**src/bep_pkg.sv**
```systemverilog
package bep_pkg;
    localparam int unsigned CLK_MHZ          = 50;
    localparam int unsigned TIMEOUT_US       = 15;
    localparam int unsigned TIMEOUT_CYC      = TIMEOUT_US * CLK_MHZ;
    localparam int          TO_W             = 10;
    localparam logic [23:0] SYS_SPACE_LIMIT  = 24'h1FFFFF;
    localparam int          BYTE_W           = 8;
    localparam int          NBYTES           = 2;
    localparam int          WORD_W           = BYTE_W * NBYTES;
    localparam logic [1:0]  PAGE_INVALID     = 2'h3;
    localparam logic        PERR_RST         = 1'b0;
    localparam logic [TO_W-1:0] TO_CNT_RST   = 10'h000;

    typedef enum logic [1:0] {
        BEP_IDLE = 2'b00,
        BEP_BUSY = 2'b01,
        BEP_DONE = 2'b10
    } bep_state_e;
endpackage : bep_pkg

```
**src/bep_bus_error.sv**
```systemverilog
`timescale 1ns/1ps
module bep_bus_error
    import bep_pkg::*;
(
    input  wire logic              core_clk,
    input  wire logic              rst_b,
    input  wire logic              cyc_start,
    input  wire logic              cyc_write,
    input  wire logic [1:0]        cyc_byte_en,
    input  wire logic [23:0]       cyc_addr,
    input  wire logic              cyc_user,
    input  wire logic              cyc_on_card,
    input  wire logic              seg_violation,
    input  wire logic [1:0]        page_space_ctl,
    input  wire logic              boot_state,
    input  wire logic [WORD_W-1:0] wr_data,
    input  wire logic [NBYTES-1:0] ram_par_in,
    input  wire logic [WORD_W-1:0] ram_rd_data,
    input  wire logic              system_bus_transfer_ack_n,
    output logic [NBYTES-1:0]      ram_par_out,
    output logic                   ram_rd_inhibit,
    output logic                   cpu_dtack,
    output logic                   cpu_bus_err,
    output logic                   parity_err
);

    function automatic logic odd_par(input logic [BYTE_W-1:0] b);
        return ~(^b);
    endfunction : odd_par

    bep_state_e            state_r, state_nxt;
    logic [TO_W-1:0]       to_cnt_r, to_cnt_nxt;
    logic                  perr_r, perr_nxt;
    logic                  dtack_r, dtack_nxt;
    logic                  berr_r, berr_nxt;
    logic [NBYTES-1:0]     par_r, par_nxt;
    logic                  inh_r, inh_nxt;
    logic                  wr_r, wr_nxt;
    logic                  on_r, on_nxt;
    logic [NBYTES-1:0]     be_r, be_nxt;
    logic                  fault;
    logic [NBYTES-1:0]     par_gen;
    logic [NBYTES-1:0]     par_bad;
    logic                  space_flt;
    logic                  seg_flt;
    logic                  page_flt;
    logic                  boot_flt;
    logic [TO_W-1:0]       wait_cnt_r, wait_cnt_nxt;

    // Per byte parity generate and check
    for (genvar i = 0; i < NBYTES; i++) begin : g_par
        assign par_gen[i] = odd_par(wr_data[i*BYTE_W +: BYTE_W]);
        assign par_bad[i] = be_r[i] & (odd_par(ram_rd_data[i*BYTE_W +: BYTE_W]) != ram_par_in[i]);
    end

    // Address-phase faults are known at the start of the cycle
    always_comb begin
        space_flt = cyc_user && (cyc_addr > SYS_SPACE_LIMIT);
        seg_flt   = seg_violation;
        page_flt  = (page_space_ctl == PAGE_INVALID);
        // Off-card reads are shut in boot state; on-card RAM writes still go
        boot_flt  = boot_state && !cyc_on_card && !cyc_write;
        fault     = space_flt || seg_flt || page_flt || perr_r;
    end

    always_comb begin
        state_nxt  = state_r;
        to_cnt_nxt = to_cnt_r;
        perr_nxt   = perr_r;
        dtack_nxt  = 1'b0;
        berr_nxt   = 1'b0;
        par_nxt    = par_r;
        inh_nxt    = boot_state;
        wr_nxt     = wr_r;
        on_nxt     = on_r;
        be_nxt     = be_r;
        unique case (state_r)
            BEP_IDLE: begin
                if (cyc_start) begin
                    wr_nxt     = cyc_write;
                    on_nxt     = cyc_on_card;
                    be_nxt     = cyc_byte_en;
                    to_cnt_nxt = TO_CNT_RST;
                    if (cyc_write) begin
                        perr_nxt = 1'b0;
                        par_nxt  = par_gen;
                    end
                    if (fault || boot_flt) begin
                        berr_nxt  = 1'b1;
                        state_nxt = BEP_DONE;
                    end else if (cyc_on_card) begin
                        dtack_nxt = 1'b1;
                        state_nxt = cyc_write ? BEP_DONE : BEP_BUSY;
                    end else begin
                        state_nxt = BEP_BUSY;
                    end
                end
            end
            BEP_BUSY: begin
                if (on_r) begin
                    // Read data is sampled now; error surfaces next cycle
                    if (!wr_r && !boot_state && (|par_bad)) begin
                        perr_nxt = 1'b1;
                    end
                    state_nxt = BEP_DONE;
                end else if (!system_bus_transfer_ack_n) begin
                    dtack_nxt = 1'b1;
                    state_nxt = BEP_DONE;
                end else if (to_cnt_r == TO_W'(TIMEOUT_CYC - 1)) begin
                    berr_nxt  = 1'b1;
                    state_nxt = BEP_DONE;
                end else begin
                    to_cnt_nxt = to_cnt_r + 1'b1;
                end
            end
            BEP_DONE: begin
                state_nxt = BEP_IDLE;
            end
            default: state_nxt = BEP_IDLE;
        endcase
    end

    always_ff @(posedge core_clk) begin
        if (!rst_b) begin
            state_r  <= BEP_IDLE;
            to_cnt_r <= TO_CNT_RST;
            perr_r   <= PERR_RST;
            dtack_r  <= 1'b0;
            berr_r   <= 1'b0;
            par_r    <= '0;
            inh_r    <= 1'b1;
            wr_r     <= 1'b0;
            on_r     <= 1'b0;
            be_r     <= '0;
        end else begin
            state_r  <= state_nxt;
            to_cnt_r <= to_cnt_nxt;
            perr_r   <= perr_nxt;
            dtack_r  <= dtack_nxt;
            berr_r   <= berr_nxt;
            par_r    <= par_nxt;
            inh_r    <= inh_nxt;
            wr_r     <= wr_nxt;
            on_r     <= on_nxt;
            be_r     <= be_nxt;
        end
    end

    assign ram_par_out    = par_r;
    assign ram_rd_inhibit = inh_r;
    assign cpu_dtack      = dtack_r;
    assign cpu_bus_err    = berr_r;
    assign parity_err     = perr_r;

    // Off-card wait counted apart from to_cnt_r so the wait-bound and early-timeout checks do not trust it
    always_comb begin
        wait_cnt_nxt = wait_cnt_r;
        if (state_r == BEP_IDLE && cyc_start) begin
            wait_cnt_nxt = TO_CNT_RST;
        end else if (state_r == BEP_BUSY && !on_r && wait_cnt_r != TO_W'(TIMEOUT_CYC)) begin
            wait_cnt_nxt = wait_cnt_r + 1'b1;
        end
    end

    always_ff @(posedge core_clk) begin
        if (!rst_b) begin
            wait_cnt_r <= TO_CNT_RST;
        end else begin
            wait_cnt_r <= wait_cnt_nxt;
        end
    end

    // Assertions
    // Address-phase faults
    sys_space_err_a: assert property (@(posedge core_clk) disable iff (!rst_b)
        (state_r == BEP_IDLE && cyc_start && cyc_user && cyc_addr > SYS_SPACE_LIMIT) |=> cpu_bus_err)
        else $error("user access to system space not faulted");

    user_low_ok_a: assert property (@(posedge core_clk) disable iff (!rst_b)
        (state_r == BEP_IDLE && cyc_start && cyc_user && cyc_addr <= SYS_SPACE_LIMIT && cyc_on_card
            && !seg_violation && page_space_ctl != PAGE_INVALID && !parity_err)
        |=> cpu_dtack)
        else $error("user access below system space refused");

    seg_err_a: assert property (@(posedge core_clk) disable iff (!rst_b)
        (state_r == BEP_IDLE && cyc_start && seg_violation) |=> cpu_bus_err && !cpu_dtack)
        else $error("segment violation not faulted");

    page_err_a: assert property (@(posedge core_clk) disable iff (!rst_b)
        (state_r == BEP_IDLE && cyc_start && page_space_ctl == PAGE_INVALID) |=> cpu_bus_err)
        else $error("invalid page not faulted");

    fault_any_a: assert property (@(posedge core_clk) disable iff (!rst_b)
        (state_r == BEP_IDLE && cyc_start && (space_flt || seg_flt || page_flt || parity_err))
        |=> cpu_bus_err && !cpu_dtack)
        else $error("faulted cycle not ended by bus error");

    // Off-card timeout and on-card acknowledge
    timeout_err_a: assert property (@(posedge core_clk) disable iff (!rst_b)
        (state_r == BEP_BUSY && !on_r && system_bus_transfer_ack_n && to_cnt_r == TO_W'(TIMEOUT_CYC - 1))
        |=> cpu_bus_err)
        else $error("off-card timeout missing");

    wait_bound_a: assert property (@(posedge core_clk) disable iff (!rst_b)
        (state_r == BEP_BUSY && !on_r) |-> wait_cnt_r < TO_W'(TIMEOUT_CYC))
        else $error("off-card wait longer than timeout");

    no_early_to_a: assert property (@(posedge core_clk) disable iff (!rst_b)
        (state_r == BEP_BUSY && !on_r && wait_cnt_r < TO_W'(TIMEOUT_CYC - 1)) |=> !cpu_bus_err)
        else $error("off-card timeout too early");

    no_oncard_to_a: assert property (@(posedge core_clk) disable iff (!rst_b)
        (state_r == BEP_IDLE && cyc_start && cyc_on_card && !fault) |=> cpu_dtack ##1 !cpu_bus_err)
        else $error("on-card cycle not acknowledged");

    oncard_fast_a: assert property (@(posedge core_clk) disable iff (!rst_b)
        (state_r == BEP_BUSY && on_r) |=> state_r == BEP_DONE && !cpu_bus_err)
        else $error("on-card cycle left waiting");

    // Parity generation, check and clearing
    par_gen_a: assert property (@(posedge core_clk) disable iff (!rst_b)
        (state_r == BEP_IDLE && cyc_start && cyc_write) |=> ^{ram_par_out[0], $past(wr_data[7:0])})
        else $error("low byte parity not odd");

    par_gen_hi_a: assert property (@(posedge core_clk) disable iff (!rst_b)
        (state_r == BEP_IDLE && cyc_start && cyc_write) |=> ^{ram_par_out[1], $past(wr_data[15:8])})
        else $error("high byte parity not odd");

    par_chk_lo_a: assert property (@(posedge core_clk) disable iff (!rst_b)
        (state_r == BEP_BUSY && on_r && !wr_r && !boot_state && be_r[0]
            && !(^{ram_rd_data[7:0], ram_par_in[0]}))
        |=> parity_err)
        else $error("bad low byte parity not flagged");

    par_chk_hi_a: assert property (@(posedge core_clk) disable iff (!rst_b)
        (state_r == BEP_BUSY && on_r && !wr_r && !boot_state && be_r[1]
            && !(^{ram_rd_data[15:8], ram_par_in[1]}))
        |=> parity_err)
        else $error("bad high byte parity not flagged");

    par_src_a: assert property (@(posedge core_clk) disable iff (!rst_b)
        (!parity_err && !(state_r == BEP_BUSY && on_r)) |=> !parity_err)
        else $error("parity error raised outside a RAM read");

    par_late_a: assert property (@(posedge core_clk) disable iff (!rst_b)
        $rose(parity_err) |-> !cpu_bus_err && !cpu_dtack)
        else $error("parity error reported in reading cycle");

    par_berr_a: assert property (@(posedge core_clk) disable iff (!rst_b)
        (parity_err && state_r == BEP_IDLE && cyc_start) |=> cpu_bus_err && !cpu_dtack)
        else $error("pending parity error not reported");

    perr_clear_a: assert property (@(posedge core_clk) disable iff (!rst_b)
        (parity_err && state_r == BEP_IDLE && cyc_start && cyc_write) |=> !parity_err)
        else $error("parity error not cleared by write");

    perr_hold_a: assert property (@(posedge core_clk) disable iff (!rst_b)
        (parity_err && !(state_r == BEP_IDLE && cyc_start && cyc_write)) |=> parity_err)
        else $error("parity error dropped without write");

    // Boot state
    boot_inh_a: assert property (@(posedge core_clk) disable iff (!rst_b)
        boot_state |=> ram_rd_inhibit && !$rose(parity_err))
        else $error("boot state read not inhibited");

    inh_follow_a: assert property (@(posedge core_clk) disable iff (!rst_b)
        !boot_state |=> !ram_rd_inhibit)
        else $error("read inhibit held outside boot state");

    boot_wr_ok_a: assert property (@(posedge core_clk) disable iff (!rst_b)
        (state_r == BEP_IDLE && cyc_start && boot_state && cyc_on_card && cyc_write && !fault)
        |=> cpu_dtack)
        else $error("boot state RAM write refused");

    // Answer form
    err_excl_a: assert property (@(posedge core_clk) disable iff (!rst_b)
        !(cpu_bus_err && cpu_dtack))
        else $error("bus error with acknowledge");

    ack_pass_a: assert property (@(posedge core_clk) disable iff (!rst_b)
        (state_r == BEP_BUSY && !on_r && !system_bus_transfer_ack_n) |=> cpu_dtack && !cpu_bus_err)
        else $error("off-card acknowledge not passed on");

    pulse_once_a: assert property (@(posedge core_clk) disable iff (!rst_b)
        (cpu_dtack || cpu_bus_err) |=> !cpu_dtack && !cpu_bus_err)
        else $error("answer longer than one cycle");

    oncard_rd_c: cover property (@(posedge core_clk) disable iff (!rst_b)
        state_r == BEP_BUSY && on_r ##1 cpu_dtack == 1'b0);
    timeout_c:   cover property (@(posedge core_clk) disable iff (!rst_b) $rose(cpu_bus_err) && !on_r);
    perr_c:      cover property (@(posedge core_clk) disable iff (!rst_b) $rose(parity_err));
    system_bus_transfer_ack_n_c:      cover property (@(posedge core_clk) disable iff (!rst_b) cpu_dtack && !on_r);
    boot_wr_c:   cover property (@(posedge core_clk) disable iff (!rst_b) boot_state && cpu_dtack);

endmodule : bep_bus_error

```
**config.mk**
```make
export PLATFORM = sky130hd
export DESIGN_NAME = bep_bus_error
export DESIGN_NICKNAME = d
export VERILOG_FILES = /design/src/bep_pkg.sv /design/src/bep_bus_error.sv
export SDC_FILE = /design/constraint.sdc
export NUM_CORES = 1
export LEC_CHECK = 0
export BUFFER_PORTS_ARGS = -buffer_cell sky130_fd_sc_hd__buf_4
export CORE_ASPECT_RATIO = 1.1
export CORE_MARGIN = 1
export CORE_UTILIZATION = 39
export CTS_BUF_LIST = sky130_fd_sc_hd__clkbuf_8 sky130_fd_sc_hd__clkbuf_16
export DETAILED_ROUTE_END_ITERATION = 6
export PLACE_DENSITY = 0.73
export SLEW_MARGIN = 20
export SYNTH_ARGS = -nofsm -noshare
export SYNTH_HDL_FRONTEND = slang
export SYNTH_SLANG_ARGS = --single-unit
```
**constraint.sdc**
```tcl
create_clock -name core_clk -period 1.5 [get_ports core_clk]
set_input_delay 0.15 -clock core_clk [delete_from_list [all_inputs] [get_ports core_clk]]
set_output_delay 0.15 -clock core_clk [all_outputs]
set_load 0.1 [all_outputs]
```
After elaboration in Yosys (flattened, before gate mapping)
Index checks and enable logic that the tools add are counted.

storage, ports and cells
  register bits = 22
  logic and storage cells = 86
  memories = 0
  RAM bits = 0
  memory bits (read-only) = 0
  bits in latches = 0

operators by class
  reductions and logical operators = 25
  multipliers = 0
  multiplexer cells = 30
  div/mod/pow operators = 0
  equality and inequality tests = 13
  $lt $le $gt $ge = 1
  add/sub/neg operators = 1
  bitwise logic cells = 6
  shift-type cells = 0

operators by type and width
  operator                                                                           count
  10-bit 2-to-1 mux                                                                  4
  8-bit XOR reduction                                                                4
  24-bit by 21-bit greater-than comparator with 1-bit output, second input constant  1
  10-bit case mux with 2 select lines                                                1
  1-bit 2-to-1 mux                                                                   14
  2-bit 2-to-1 mux                                                                   7
  2-bit inequality test, second input constant                                       7
  10-bit by 1-bit adder with 10-bit output, second input constant                    1
  10-bit equality test, second input constant                                        1
  5-bit AND reduction                                                                2
  1-bit case mux with 2 select lines                                                 3
  1-bit logical AND                                                                  5
  1-bit logical NOT                                                                  4
  1-bit logical OR                                                                   4
  4-bit inequality test, second input constant                                       1
  1-bit NOT                                                                          4
  2-bit case mux with 2 select lines                                                 1
  2-bit AND reduction                                                                2
  3-bit AND reduction                                                                1
  1-bit AND                                                                          2
  2-bit by 1-bit equality test with 1-bit output, second input constant              1
  2-bit equality test, second input constant                                         1
  2-bit logical NOT                                                                  1
  1-bit inequality test                                                              2
  2 further kinds                                                                    2

Logic depth before layout (Yosys ltp)
Gate-level depths: netlist (run 1).

  word-level depth = 9
  mapped depth = 8
  mapped depth without buffers = 7

Worst setup path before layout (run 1)
No wires, ideal clock.

  path type = register to register
  from = register to_cnt_r[0]
  to = register to_cnt_r[0]
  arrival time = 1486 ps
  clock period less this slack = 1611 ps
  cell stages (with the launch flop) = 8
  setup slack = -111 ps
  buffers on the path = 1
  path through = dfxtp_1 ha_1 nand2_1 o41a_1 buf_6 or2_4 xnor2_1 nor2_1

on the way
  cells in the longest elaborated chain, start to end = 5
  elaborated cells on any way between the ends = 8
  those cells by class = 1 x add/sub; 2 x eq/ne; 4 x mux; 1 x reduce/logical

ends and longest elaborated chain
  what                                      line                  RTL
  start: declaration                        bep_bus_error.sv:32   logic [TO_W-1:0] to_cnt_r, to_cnt_nxt;
  start signal: assignment                  bep_bus_error.sv:137  to_cnt_r <= to_cnt_nxt;
  10-bit by 1-bit adder with 10-bit output  bep_bus_error.sv:113  to_cnt_nxt = to_cnt_r + 1'b1;
  10-bit 2-to-1 mux                         bep_bus_error.sv:109  end else if (to_cnt_r == TO_W'(TIMEOUT_CYC - 1)) begin
  10-bit 2-to-1 mux                         bep_bus_error.sv:106  end else if (!system_bus_transfer_ack_n) begin
  10-bit 2-to-1 mux                         bep_bus_error.sv:100  if (on_r) begin
  10-bit case mux with 2 select lines       bep_bus_error.sv:77   unique case (state_r)

Several ways; a longest one is shown, not always the timed one. The select of a mux whose other input is x is not followed.
A chain may end at the register's enable or synchronous reset.

Final worst setup path (run 1)
  from = register to_cnt_r[1]
  to = register to_cnt_r[0]

on the way
  cells in the longest elaborated chain, start to end = 3

ends and longest elaborated chain
  what                                    line
  10-bit equality test                    bep_bus_error.sv:109
  2-bit inequality test (no source line)  -
  5-bit AND reduction (no source line)    -

No other way between the ends.

==> results of run 1 <==
-- power by group through the flow --
stage | clock network, uW | registers [uW] | logic (uW)
2_1_floorplan | 0 | 700 | 218
3_3_place_gp | 0 | 631 | 451
4_1_cts | 430 | 621 | 489
6_report | 424 | 621 | 493
3_5_place_dp | 0 | 633 | 464
5_1_grt | 464 | 624 | 532
-- through the flow --
stage               cell area [um^2]  setup TNS (ps)  setup WS (ps)
CTS                             2010            -718           -131
floorplan                       1300            -340          -75.9
global route                    2060           -1870           -220
detailed placement              1880           -1660           -249
global placement                1880            -985           -127
finish                          2060           -1010           -144
-- timing repair --
action                                  4_1_cts  5_1_grt
resized for setup                            12       11
endpoints found under the setup margin       14       12
pin swaps                                    11        9
setup buffers                                 3        3
hold buffers                                  0        0
gates cloned                                  1        0
-- registers in the layout (all words and copies together), names as in the netlist --
signal / cells
be_r: 2
cpu_bus_err: 1
cpu_dtack: 1
on_r: 1
parity_err: 1
ram_par_out: 2
ram_rd_inhibit: 1
state_r: 2
to_cnt_r: 10
wr_r: 1
-- how the worst max path moves through the flow --
stage,from,endpoint,slack [ps]
6_report,to_cnt_r[1]$_SDFFE_PN0P_,to_cnt_r[0]$_SDFFE_PN0P_,-140
5_1_grt,to_cnt_r[1]$_SDFFE_PN0P_,to_cnt_r[0]$_SDFFE_PN0P_,-220
4_1_cts,to_cnt_r[1]$_SDFFE_PN0P_,to_cnt_r[6]$_SDFFE_PN0P_,-130
3_5_place_dp,to_cnt_r[8]$_SDFFE_PN0P_,to_cnt_r[9]$_SDFFE_PN0P_,-250
3_3_place_gp,to_cnt_r[8]$_SDFFE_PN0P_,to_cnt_r[6]$_SDFFE_PN0P_,-130
2_1_floorplan,to_cnt_r[8]$_SDFFE_PN0P_,to_cnt_r[0]$_SDFFE_PN0P_,-80
-- worst register-to-register path, stage by stage, from the launching register on --
cell,delay [ps]
dfxtp_2,330
inv_2,60
ha_4,130
nand2_4,50
o41a_1,460
or2_4,320
xnor2_2,130
nor2_1,50
-- area by class of cell --
type	count	area, um^2
fillers	266	1040
clock buffers	4	55.1
inverters	1	3.75
well taps	34	42.5
flip-flops and latches	22	450
multi-input cells	121	906
repair buffers	80	604
-- layout by cell type, fill, tap and decap left out, drive strengths merged, types with 2 or more instances in the layout --
cell type  Yosys  routed
nand2         20      20
nor2          16      16
buf            2      80
or2            2       2
and2           2       2
clkbuf         1       4
nand2b         2       2
nor3           3       3
dfxtp         22      22
ha             2       2
a21boi         4       4
xnor3          2       2
o41a           1       2
a21oi          4       4
nand3          5       5
nor3b          2       2
o21ai          7       7
xnor2         21      21
xor2          13      13
-- layer usage --
metal	GRT usage (%)	part of all wire [%]	routed length, um	vias to the layer above
met2	40.3	56	2010	35
li1	-	-	-	663
met1	21.5	38	1360	629
met5	0	0	0	-
met3	2.28	4.3	153	8
met4	8.54	2.0	73	0
-- cell families (layout without fill, tap and decap cells) --
logic type | Yosys count | count (layout) | share of synthesized area [%]
simple gates | 56 | 56 | 21.0
buf+inv | 4 | 85 | 1.84
flops | 22 | 22 | 34.1
xor+xnor | 36 | 36 | 26.5
fa+ha+maj | 2 | 2 | 1.94
compound gates | 26 | 27 | 14.6
==> flow_metrics.env, run 1 <==
export IMPL_syn_num_nets=219
export IMPL_hp_start="boot_state"
export IMPL_syn_area_um2=1290
export IMPL_clock_sinks=22
export IMPL_power_leakage_uw=0.000892
export IMPL_grt_util_all_layers_pct=20.6
export IMPL_fin_hold_ws_ps=96.3
export IMPL_drive_gt1_share_pct=47.8
export IMPL_synth_area_leader_cell="dfxtp_1"
export IMPL_ant_nets=0
export IMPL_routed_via_density=5.10
export IMPL_clk_transition_reported_paths_ps=80
export IMPL_clk_path_buf_depth=2
export IMPL_synth_edff_count=0
export IMPL_path_buf_inv=1
export IMPL_synth_cells=146
export IMPL_power_uw=1540
export IMPL_initial_utilization_pct=41.7
export IMPL_cts_root_buf="clkbuf_8"
export IMPL_cts_tree="built"
export IMPL_crit_arrival_ps=1780
export IMPL_irDropWorstVdd_v=0.000424
export IMPL_crit_path_cell_trace="inv_2 -> ha_4 -> nand2_4 -> o41a_1 -> or2_4 -> xnor2_2 -> nor2_1"
export IMPL_r2r_end="to_cnt_r[0]$_SDFFE_PN0P_"
export IMPL_vias=1335
export IMPL_holdPathEnd="ram_rd_inhibit$_SDFF_PN1_"
export IMPL_drv_slew=0
export IMPL_r2r_setup_slack_ps=-140
export IMPL_internal_power_uw=1100
export IMPL_synth_avg_cell_area_um2=8.85
export IMPL_hp_class="in -> reg"
export IMPL_synthFlopType="dfxtp_1"
export IMPL_cp_depth=7
export IMPL_synthTopCellsByArea="dfxtp_1 (34%), xnor2_1 (14%), xor2_1 (8.8%), nand2_1 (5.8%), nor2_1 (4.6%)"
export IMPL_grt_pass1_vias=1390
export IMPL_synth_most_common_cell="dfxtp_1"
export IMPL_clock_fmax_mhz=608
export IMPL_yosys_warnings=0
export IMPL_power_switching_uw=434
export IMPL_die_h_um=62.4
export IMPL_reg2reg_from="to_cnt_r[1]$_SDFFE_PN0P_"
export IMPL_num_io_pins=77
export IMPL_worstPathMaxFanout=5
export IMPL_hold_viol_final=0
export IMPL_synthToLayoutAreaGrowth_pct=59.5
export IMPL_ys_seq_elements=22
export IMPL_fin_worst_skew_ps=6.28
export IMPL_p_per_area_nw_per_um2=746
export IMPL_grt_pass1_wl_um=5800
export IMPL_clk_latency_ps=260
export IMPL_gp_congestion=0.750
export IMPL_fin_crit_ps=1640
export IMPL_final_nets=302
export IMPL_violations="DRC, setup timing"
export IMPL_async_flop_share_pct=0
export IMPL_ys_seq_area_share_pct=34.1
export IMPL_worst_slack_ps=-144
export IMPL_seqPwrFrac_pct=40.4
export IMPL_cp_top_family="compound AO/OA/AOI/OAI gates"
export IMPL_grt_max_degree=13
export IMPL_status="finished, violations left"
export IMPL_timing_final_crit_share_pct=110
export IMPL_final_util_pct=66.5
export IMPL_worstMarginPinSlew_ps=372
export IMPL_maxCapViolations=0
export IMPL_grt_ovfl_total=0
export IMPL_rsz0062_at_grt="yes"
export IMPL_wl_um=3590
export IMPL_yosys_area_top_type_share_pct=34.1
export IMPL_cts_max_level=1
export IMPL_slowest_delay_ps=460
export IMPL_reg2reg_depth=7
export IMPL_rows=21
export IMPL_worstSetupPathType="reg -> reg"
export IMPL_wl_per_cell_um=13.7
export IMPL_min_path_cells=2
export IMPL_first_iter_violations=25
export IMPL_maxSlewHeadroom_pct=75.2
export IMPL_yosys_top_cells_count="dfxtp_1 (22), xnor2_1 (21), nand2_1 (20)"
export IMPL_setup_viol=10
export IMPL_p_sw_share_pct=28.2
export IMPL_slowest_stage="o41a_1"
export IMPL_worst_ep_required_time_ps=1630
export IMPL_port_buffers=55
export IMPL_clock_power_share_pct=27.6
export IMPL_die_width_um=56.9
export IMPL_combPwrFrac_pct=32.0
export IMPL_start_kind="register"
export IMPL_firstDrtPassIters=6
export IMPL_end_kind="register"
export IMPL_dp_hpwl_um=2690
export IMPL_drcViolationCount=10
export IMPL_final_cells=262
export IMPL_antenna_found_initial=0
export IMPL_dieArea_um2=3550
export IMPL_coreArea_um2=3100
export IMPL_diodes=0
export IMPL_ys_types=38
export IMPL_place_inst=251
export IMPL_cts_made_buffers=3
Power figures use the tool's default switching activity.
==> inputs of run 2 (changes only) <==
--- a/config.mk
+++ b/config.mk
@@ -12,6 +12,7 @@
 export CTS_BUF_LIST = sky130_fd_sc_hd__clkbuf_8 sky130_fd_sc_hd__clkbuf_16
 export DETAILED_ROUTE_END_ITERATION = 6
 export PLACE_DENSITY = 0.73
+export SETUP_SLACK_MARGIN = 0.05
 export SLEW_MARGIN = 20
 export SYNTH_ARGS = -nofsm -noshare
 export SYNTH_HDL_FRONTEND = slang
==> run 2 against run 1 <==
  * The flow still finishes with violations (DRC, setup timing)
  * Critical path depth shrank 1
  * Sequential share of layout area is essentially flat
  * Clock skew shrank 3.3 ps
  * Combinational power shrank 1%
  * Critical path type unchanged
  * Routed wire length shrank 5.7%
==> flow_metrics.env, run 2 (same netlist as run 1, synthesis figures left out) <==
export IMPL_seqPwrFrac_pct=40.3
export IMPL_grt_ovfl_total=0
export IMPL_reg2reg_depth=6
export IMPL_hold_viol_final=0
export IMPL_worstMarginPinSlew_ps=382
export IMPL_cts_root_buf="clkbuf_8"
export IMPL_synthToLayoutAreaGrowth_pct=58.5
export IMPL_end_kind="register"
export IMPL_wl_met1_um=1270
export IMPL_die_h_um=62.4
export IMPL_worst_slack_ps=-161
export IMPL_top_layer="met4"
export IMPL_port_buffers=55
export IMPL_clk_latency_ps=270
export IMPL_drcViolationCount=14
export IMPL_firstDrtPassIters=6
export IMPL_clk_transition_reported_paths_ps=80
export IMPL_drv_slew=0
export IMPL_initial_utilization_pct=41.7
export IMPL_internal_power_uw=1100
export IMPL_grt_pass1_vias=1355
export IMPL_cts_max_level=1
export IMPL_regMostFlops="to_cnt_r"
export IMPL_r2r_end="state_r[0]$_SDFFE_PN0P_"
export IMPL_wl_um=3390
export IMPL_r2r_setup_slack_ps=-160
export IMPL_start_kind="register"
export IMPL_crit_arrival_ps=1830
export IMPL_clk_path_buf_depth=2
export IMPL_cp_common_cell="buf_4"
export IMPL_power_leakage_uw=0.000887
export IMPL_grt_pass1_wl_um=5590
export IMPL_setup_viol=12
export IMPL_num_io_pins=77
export IMPL_gp_congestion=0.727
export IMPL_final_common_cell="buf_4"
export IMPL_diodes=0
export IMPL_min_path_cells=2
export IMPL_holdPathEnd="ram_rd_inhibit$_SDFF_PN1_"
export IMPL_rows=21
export IMPL_hp_start="boot_state"
export IMPL_final_cells=262
export IMPL_slowest_delay_ps=390
export IMPL_status="finished, violations left"
export IMPL_place_inst=251
export IMPL_maxSlewHeadroom_pct=74.5
export IMPL_vias=1334
export IMPL_worstPathMaxFanout=4
export IMPL_fin_crit_ps=1660
export IMPL_irDropWorstVdd_v=0.000380
export IMPL_worst_ep_required_time_ps=1670
export IMPL_combPwrFrac_pct=31.6
export IMPL_path_buf_inv=3
export IMPL_dp_hpwl_um=2530
export IMPL_wl_per_cell_um=12.9
export IMPL_die_width_um=56.9
export IMPL_largest_reg_flops=10
export IMPL_final_cell_mix="buf_4 (80), xnor2_1 (20), nand2_1 (18)"
export IMPL_power_uw=1540
export IMPL_fin_worst_skew_ps=2.99
export IMPL_drive_gt1_share_pct=46.5
export IMPL_fin_tns_setup_ps=-1350
export IMPL_hold_buffers=0
export IMPL_clock_sinks=22
export IMPL_hp_class="in -> reg"
export IMPL_reg2reg_from="to_cnt_r[8]$_SDFFE_PN0P_"
export IMPL_antenna_found_initial=0
export IMPL_worstSetupPathType="reg -> reg"
export IMPL_first_iter_violations=51
export IMPL_final_util_pct=66.1
export IMPL_p_per_area_nw_per_um2=751
export IMPL_ant_nets=0
export IMPL_maxCapViolations=0
export IMPL_slowest_stage="o41a_1"
export IMPL_dieArea_um2=3550
export IMPL_power_switching_uw=437
export IMPL_wl_met3_um=264
export IMPL_cts_tree="built"
export IMPL_dr_wl_met2_um=1790
export IMPL_violations="DRC, setup timing"
export IMPL_p_sw_share_pct=28.4
export IMPL_clock_fmax_mhz=602
export IMPL_grt_max_degree=13
export IMPL_cts_made_buffers=3
export IMPL_rsz0062_at_grt="yes"
export IMPL_routed_via_density=5.09
export IMPL_cp_top_family="compound AO/OA/AOI/OAI gates"
export IMPL_clock_power_share_pct=28.0
export IMPL_final_nets=302
export IMPL_timing_final_crit_share_pct=111
export IMPL_grt_util_all_layers_pct=19.5
export IMPL_crit_path_cell_trace="or2_4 -> buf_4 -> o41a_1 -> buf_4 -> buf_4 -> o21a_1"
export IMPL_coreArea_um2=3100
## run 2: changes by cell type in the layout (fill, tap and decap cells not counted)
cell	previous run	this run
nor3_2	0	1
nor3_4	1	0
dfxtp_2	8	5
dfxtp_1	14	17
buf_4	79	80
buf_6	1	0
## run 2: power groups by stage
| stage | sequential (uW) | combinational (uW) | clock, uW |
|---|---|---|---|
| after detailed placement | 633 | 462 | 0 |
| after floorplan | 700 | 218 | 0 |
| after global placement | 630 | 450 | 0 |
| final | 621 | 487 | 431 |
| after CTS | 621 | 484 | 435 |
| after global routing | 623 | 525 | 466 |
## run 2: worst max-delay path by stage
stage,start,end,slack [ps],depth (start not counted)
after detailed placement,to_cnt_r[8]$_SDFFE_PN0P_,to_cnt_r[8]$_SDFFE_PN0P_,-200,5
after CTS,to_cnt_r[1]$_SDFFE_PN0P_,to_cnt_r[0]$_SDFFE_PN0P_,-160,7
final,to_cnt_r[8]$_SDFFE_PN0P_,state_r[0]$_SDFFE_PN0P_,-160,6
after floorplan,to_cnt_r[8]$_SDFFE_PN0P_,to_cnt_r[0]$_SDFFE_PN0P_,-80,6
after global placement,to_cnt_r[8]$_SDFFE_PN0P_,to_cnt_r[6]$_SDFFE_PN0P_,-130,5
after global routing,to_cnt_r[7]$_SDFFE_PN0P_,to_cnt_r[6]$_SDFFE_PN0P_,-220,5
## run 2: metrics by stage
stage	area, um^2	hold WS, ps	setup slack [ps]
after floorplan	1300	251	-75.9
after global placement	1880	358	-135
after detailed placement	1880	362	-201
after CTS	2010	83.8	-164
after global routing	2050	97.9	-221
final	2050	85.6	-161
## run 2: layout make-up
cell class,instances,area [um^2]
flip-flops and latches,22,447
well taps,34,42.5
fillers,245,1050
clock buffers,4,55.1
inverters,1,3.75
multi-input cells,121,900
repair buffers,80,601
## run 2: repair_timing
item,in CTS,in global routing
setup endpoints to repair,13,13
buffers inserted,3,3
endpoints found under the hold margin,0,0
cloned,1,0
pin swaps,4,7
resized for setup,10,8
## run 2: layer usage
layer	up-vias	track usage (%)
met5	-	0
met1	603	21.1
met2	58	36.6
met4	0	7.62
li1	664	-
met3	9	3.31
==> inputs of run 3 (changes only) <==
--- a/config.mk
+++ b/config.mk
@@ -5,13 +5,14 @@
 export SDC_FILE = /design/constraint.sdc
 export NUM_CORES = 1
 export LEC_CHECK = 0
+export ABC_AREA = 1
 export BUFFER_PORTS_ARGS = -buffer_cell sky130_fd_sc_hd__buf_4
 export CORE_ASPECT_RATIO = 1.1
 export CORE_MARGIN = 1
-export CORE_UTILIZATION = 39
+export CORE_UTILIZATION = 40
 export CTS_BUF_LIST = sky130_fd_sc_hd__clkbuf_8 sky130_fd_sc_hd__clkbuf_16
 export DETAILED_ROUTE_END_ITERATION = 6
-export PLACE_DENSITY = 0.73
+export PLACE_DENSITY = 0.71
 export SETUP_SLACK_MARGIN = 0.05
 export SLEW_MARGIN = 20
 export SYNTH_ARGS = -nofsm -noshare
==> run 3 against run 2 <==
  * The run ends with setup timing left
  * Non-clock buffer count is 9 lower
  * Sequential cell count is the same
  * Clock skew rose by 1.3 ps
  * Fmax grew 9.4%
  * Clock power grew 32%
  * Routed wire length is 8.4% higher
  * Cell area increased by 12%
  * Synthesized cell count increased by 70%
  * Largest cell class unchanged
  * Largest power group unchanged
  * Highest routed layer unchanged
==> flow_metrics.env, run 3 <==
export IMPL_port_buffers=55
export IMPL_start_kind="register"
export IMPL_maxSlewHeadroom_pct=66.3
export IMPL_wl_per_cell_um=9.89
export IMPL_cts_made_buffers=3
export IMPL_yosys_warnings=0
export IMPL_place_inst=363
export IMPL_end_kind="register"
export IMPL_reg2reg_from="to_cnt_r[1]$_SDFFE_PN0P_"
export IMPL_fin_worst_skew_ps=4.30
export IMPL_grt_max_degree=15
export IMPL_ant_nets=0
export IMPL_fin_hold_ws_ps=73.6
export IMPL_synth_avg_cell_area_um2=6.21
export IMPL_dp_hpwl_um=2780
export IMPL_finalInstanceArea_um2=2290
export IMPL_async_flop_share_pct=0
export IMPL_fin_crit_ps=1520
export IMPL_clk_transition_reported_paths_ps=90
export IMPL_drcViolationCount=0
export IMPL_first_iter_violations=72
export IMPL_diodes=0
export IMPL_drive_gt1_share_pct=31.2
export IMPL_cts_tree="built"
export IMPL_cts_max_level=1
export IMPL_maxCapViolations=0
export IMPL_final_common_cell="nand2_1"
export IMPL_r2r_end="to_cnt_r[2]$_SDFFE_PN0P_"
export IMPL_slowest_stage="dfxtp_2"
export IMPL_min_path_cells=2
export IMPL_hold_viol_final=0
export IMPL_worstMarginPinSlew_ps=505
export IMPL_grt_pass1_vias=1557
export IMPL_hp_start="rst_b"
export IMPL_wl_um=3670
export IMPL_setup_viol=6
export IMPL_syn_num_nets=321
export IMPL_synthTopCellsByArea="dfxtp_1 (29%), nand2_1 (21%), inv_1 (8.8%), xnor2_1 (6.8%), a21oi_1 (5.5%)"
export IMPL_yosys_area_top_type_share_pct=28.6
export IMPL_num_io_pins=77
export IMPL_final_cell_mix="nand2_1 (82), buf_4 (67), inv_1 (34)"
export IMPL_final_nets=395
export IMPL_irDropWorstVdd_v=0.000501
export IMPL_holdPathEnd="ram_rd_inhibit$_SDFF_PN1_"
export IMPL_fill_cells=346
export IMPL_grt_pass1_wl_um=5940
export IMPL_clock_sinks=22
export IMPL_regMostFlops="to_cnt_r"
export IMPL_grt_ovfl_total=0
export IMPL_yosys_top_cells_count="nand2_1 (86), inv_1 (36), dfxtp_1 (22)"
export IMPL_die_h_um=67.1
export IMPL_synth_area_leader_cell="dfxtp_1"
export IMPL_clock_fmax_mhz=659
export IMPL_routed_via_density=4.63
export IMPL_antenna_found_initial=0
export IMPL_synthFlopType="dfxtp_1"
export IMPL_syn_area_um2=1540
export IMPL_p_per_area_nw_per_um2=751
export IMPL_place_ws_ps=-99.6
export IMPL_clk_path_buf_depth=2
export IMPL_power_leakage_uw=0.00111
export IMPL_largest_reg_flops=10
export IMPL_gp_congestion=0.856
export IMPL_firstDrtPassIters=4
export IMPL_grt_util_all_layers_pct=18.9
export IMPL_final_cells=371
export IMPL_crit_path_cell_trace="inv_2 -> ha_4 -> nand3_2 -> nor4_2 -> nand3_1 -> nand4_2 -> nand2_4 -> buf_6 -> a21oi_2 -> nor3_1"
export IMPL_vias=1718
export IMPL_dieArea_um2=4100
export IMPL_synth_cells=248
export IMPL_rsz0062_at_grt="yes"
export IMPL_cts_root_buf="clkbuf_8"
export IMPL_status="finished, violations left"
export IMPL_timing_final_crit_share_pct=101
export IMPL_synth_edff_count=0
export IMPL_coreArea_um2=3650
export IMPL_clk_latency_ps=270
export IMPL_hold_buffers=0
export IMPL_synth_most_common_cell="nand2_1"
export IMPL_r2r_setup_slack_ps=-20
export IMPL_placedInstanceArea_um2=2090
export IMPL_initial_utilization_pct=42.1
export IMPL_slowest_delay_ps=330
export IMPL_worst_slack_ps=-18.3
export IMPL_worst_ep_required_time_ps=1660
export IMPL_ys_seq_area_share_pct=28.6
export IMPL_reg2reg_depth=10
export IMPL_hp_class="in -> reg"
export IMPL_violations="setup timing"
export IMPL_drv_slew=0
export IMPL_worstSetupPathType="reg -> reg"
export IMPL_rows=23
export IMPL_synthToLayoutAreaGrowth_pct=48.6
export IMPL_ys_seq_elements=22
export IMPL_die_width_um=61.2
export IMPL_crit_arrival_ps=1680
export IMPL_ys_types=27
export IMPL_worstPathMaxFanout=6
run 3: cell count changes in the layout (fill, tap and decap cells not counted), moves of 3 or more:
cell / before / now
a21oi_1: 4 / 14
buf_6: 0 / 3
nand4_1: 0 / 4
buf_4: 80 / 67
xor2_1: 13 / 7
inv_1: 0 / 34
a21oi_2: 0 / 4
nand3_1: 4 / 14
a21boi_0: 4 / 0
nor3_1: 2 / 7
nand2_1: 18 / 82
xnor2_1: 20 / 12
run 3: through the flow:
step	power (uW)	utilization, %	TNS (ps)
2_1_floorplan	934	-	0
3_3_place_gp	1110	57.3	-122
3_5_place_dp	1120	57.3	-439
4_1_cts	1720	61.6	-16.0
5_1_grt	1800	62.6	-1460
6_report	1720	62.6	-60.4
run 3: cell type report:
class	instances	area (um^2)	area share (%)
Clock inverter	1	30.0	1.31
Multi-Input combinational cell	186	1000	43.8
Timing Repair Buffer	71	557	24.3
Clock buffer	3	41.3	1.80
Sequential cell	22	444	19.4
Tap cell	50	62.6	2.73
Inverter	38	151	6.62
run 3: worst max path at each step:
stage | start | end | slack, ps | cells past startpoint
CTS | to_cnt_r[1]$_SDFFE_PN0P_ | to_cnt_r[2]$_SDFFE_PN0P_ | -9 | 10
global route | to_cnt_r[1]$_SDFFE_PN0P_ | to_cnt_r[2]$_SDFFE_PN0P_ | -160 | 10
global placement | to_cnt_r[1]$_SDFFE_PN0P_ | to_cnt_r[2]$_SDFFE_PN0P_ | -60 | 10
finish | to_cnt_r[1]$_SDFFE_PN0P_ | to_cnt_r[2]$_SDFFE_PN0P_ | -20 | 10
detailed placement | to_cnt_r[1]$_SDFFE_PN0P_ | to_cnt_r[2]$_SDFFE_PN0P_ | -100 | 10
floorplan | to_cnt_r[1]$_SDFFE_PN0P_ | to_cnt_r[2]$_SDFFE_PN0P_ | 70 | 10
run 3: metal layers:
metal | global-route usage [%] | part of all wire, % | vias up
met4 | 2.84 | 0.44 | 0
met1 | 19.0 | 41 | 734
li1 | - | - | 930
met3 | 5.24 | 6.4 | 2
met5 | 0 | 0 | -
met2 | 37.5 | 52 | 52
run 3: worst max-delay path, delay by kind of cell (launching register included):
| family | cells | cell delay, ps |
|---|---|---|
| buf+inv | 2 | 210 |
| compound gates | 1 | 110 |
| flops | 1 | 330 |
| fa+ha+maj | 1 | 120 |
| simple gates | 6 | 650 |
run 3: power breakdown:
| part | internal, uW | switching [uW] |
|---|---|---|
| sequential | 610 | 15.8 |
| combinational | 245 | 280 |
| clock | 357 | 210 |
run 3: logic make-up (layout without fill, tap and decap cells):
group | after synthesis | count (layout) | synth area share [%]
compound gates | 26 | 26 | 9.50
xor+xnor | 19 | 19 | 10.8
fa+ha+maj | 2 | 2 | 1.62
buf+inv | 40 | 113 | 10.3
flops | 22 | 22 | 28.6
simple gates | 139 | 139 | 39.2
run 3: repair_timing:
| item | in CTS | in global routing |
|---|---|---|
| hold endpoints to repair | 0 | 0 |
| gates resized for setup | 16 | 7 |
| setup buffers | 3 | 1 |
| endpoints found under the setup margin | 11 | 13 |
| pin swaps | 5 | 0 |
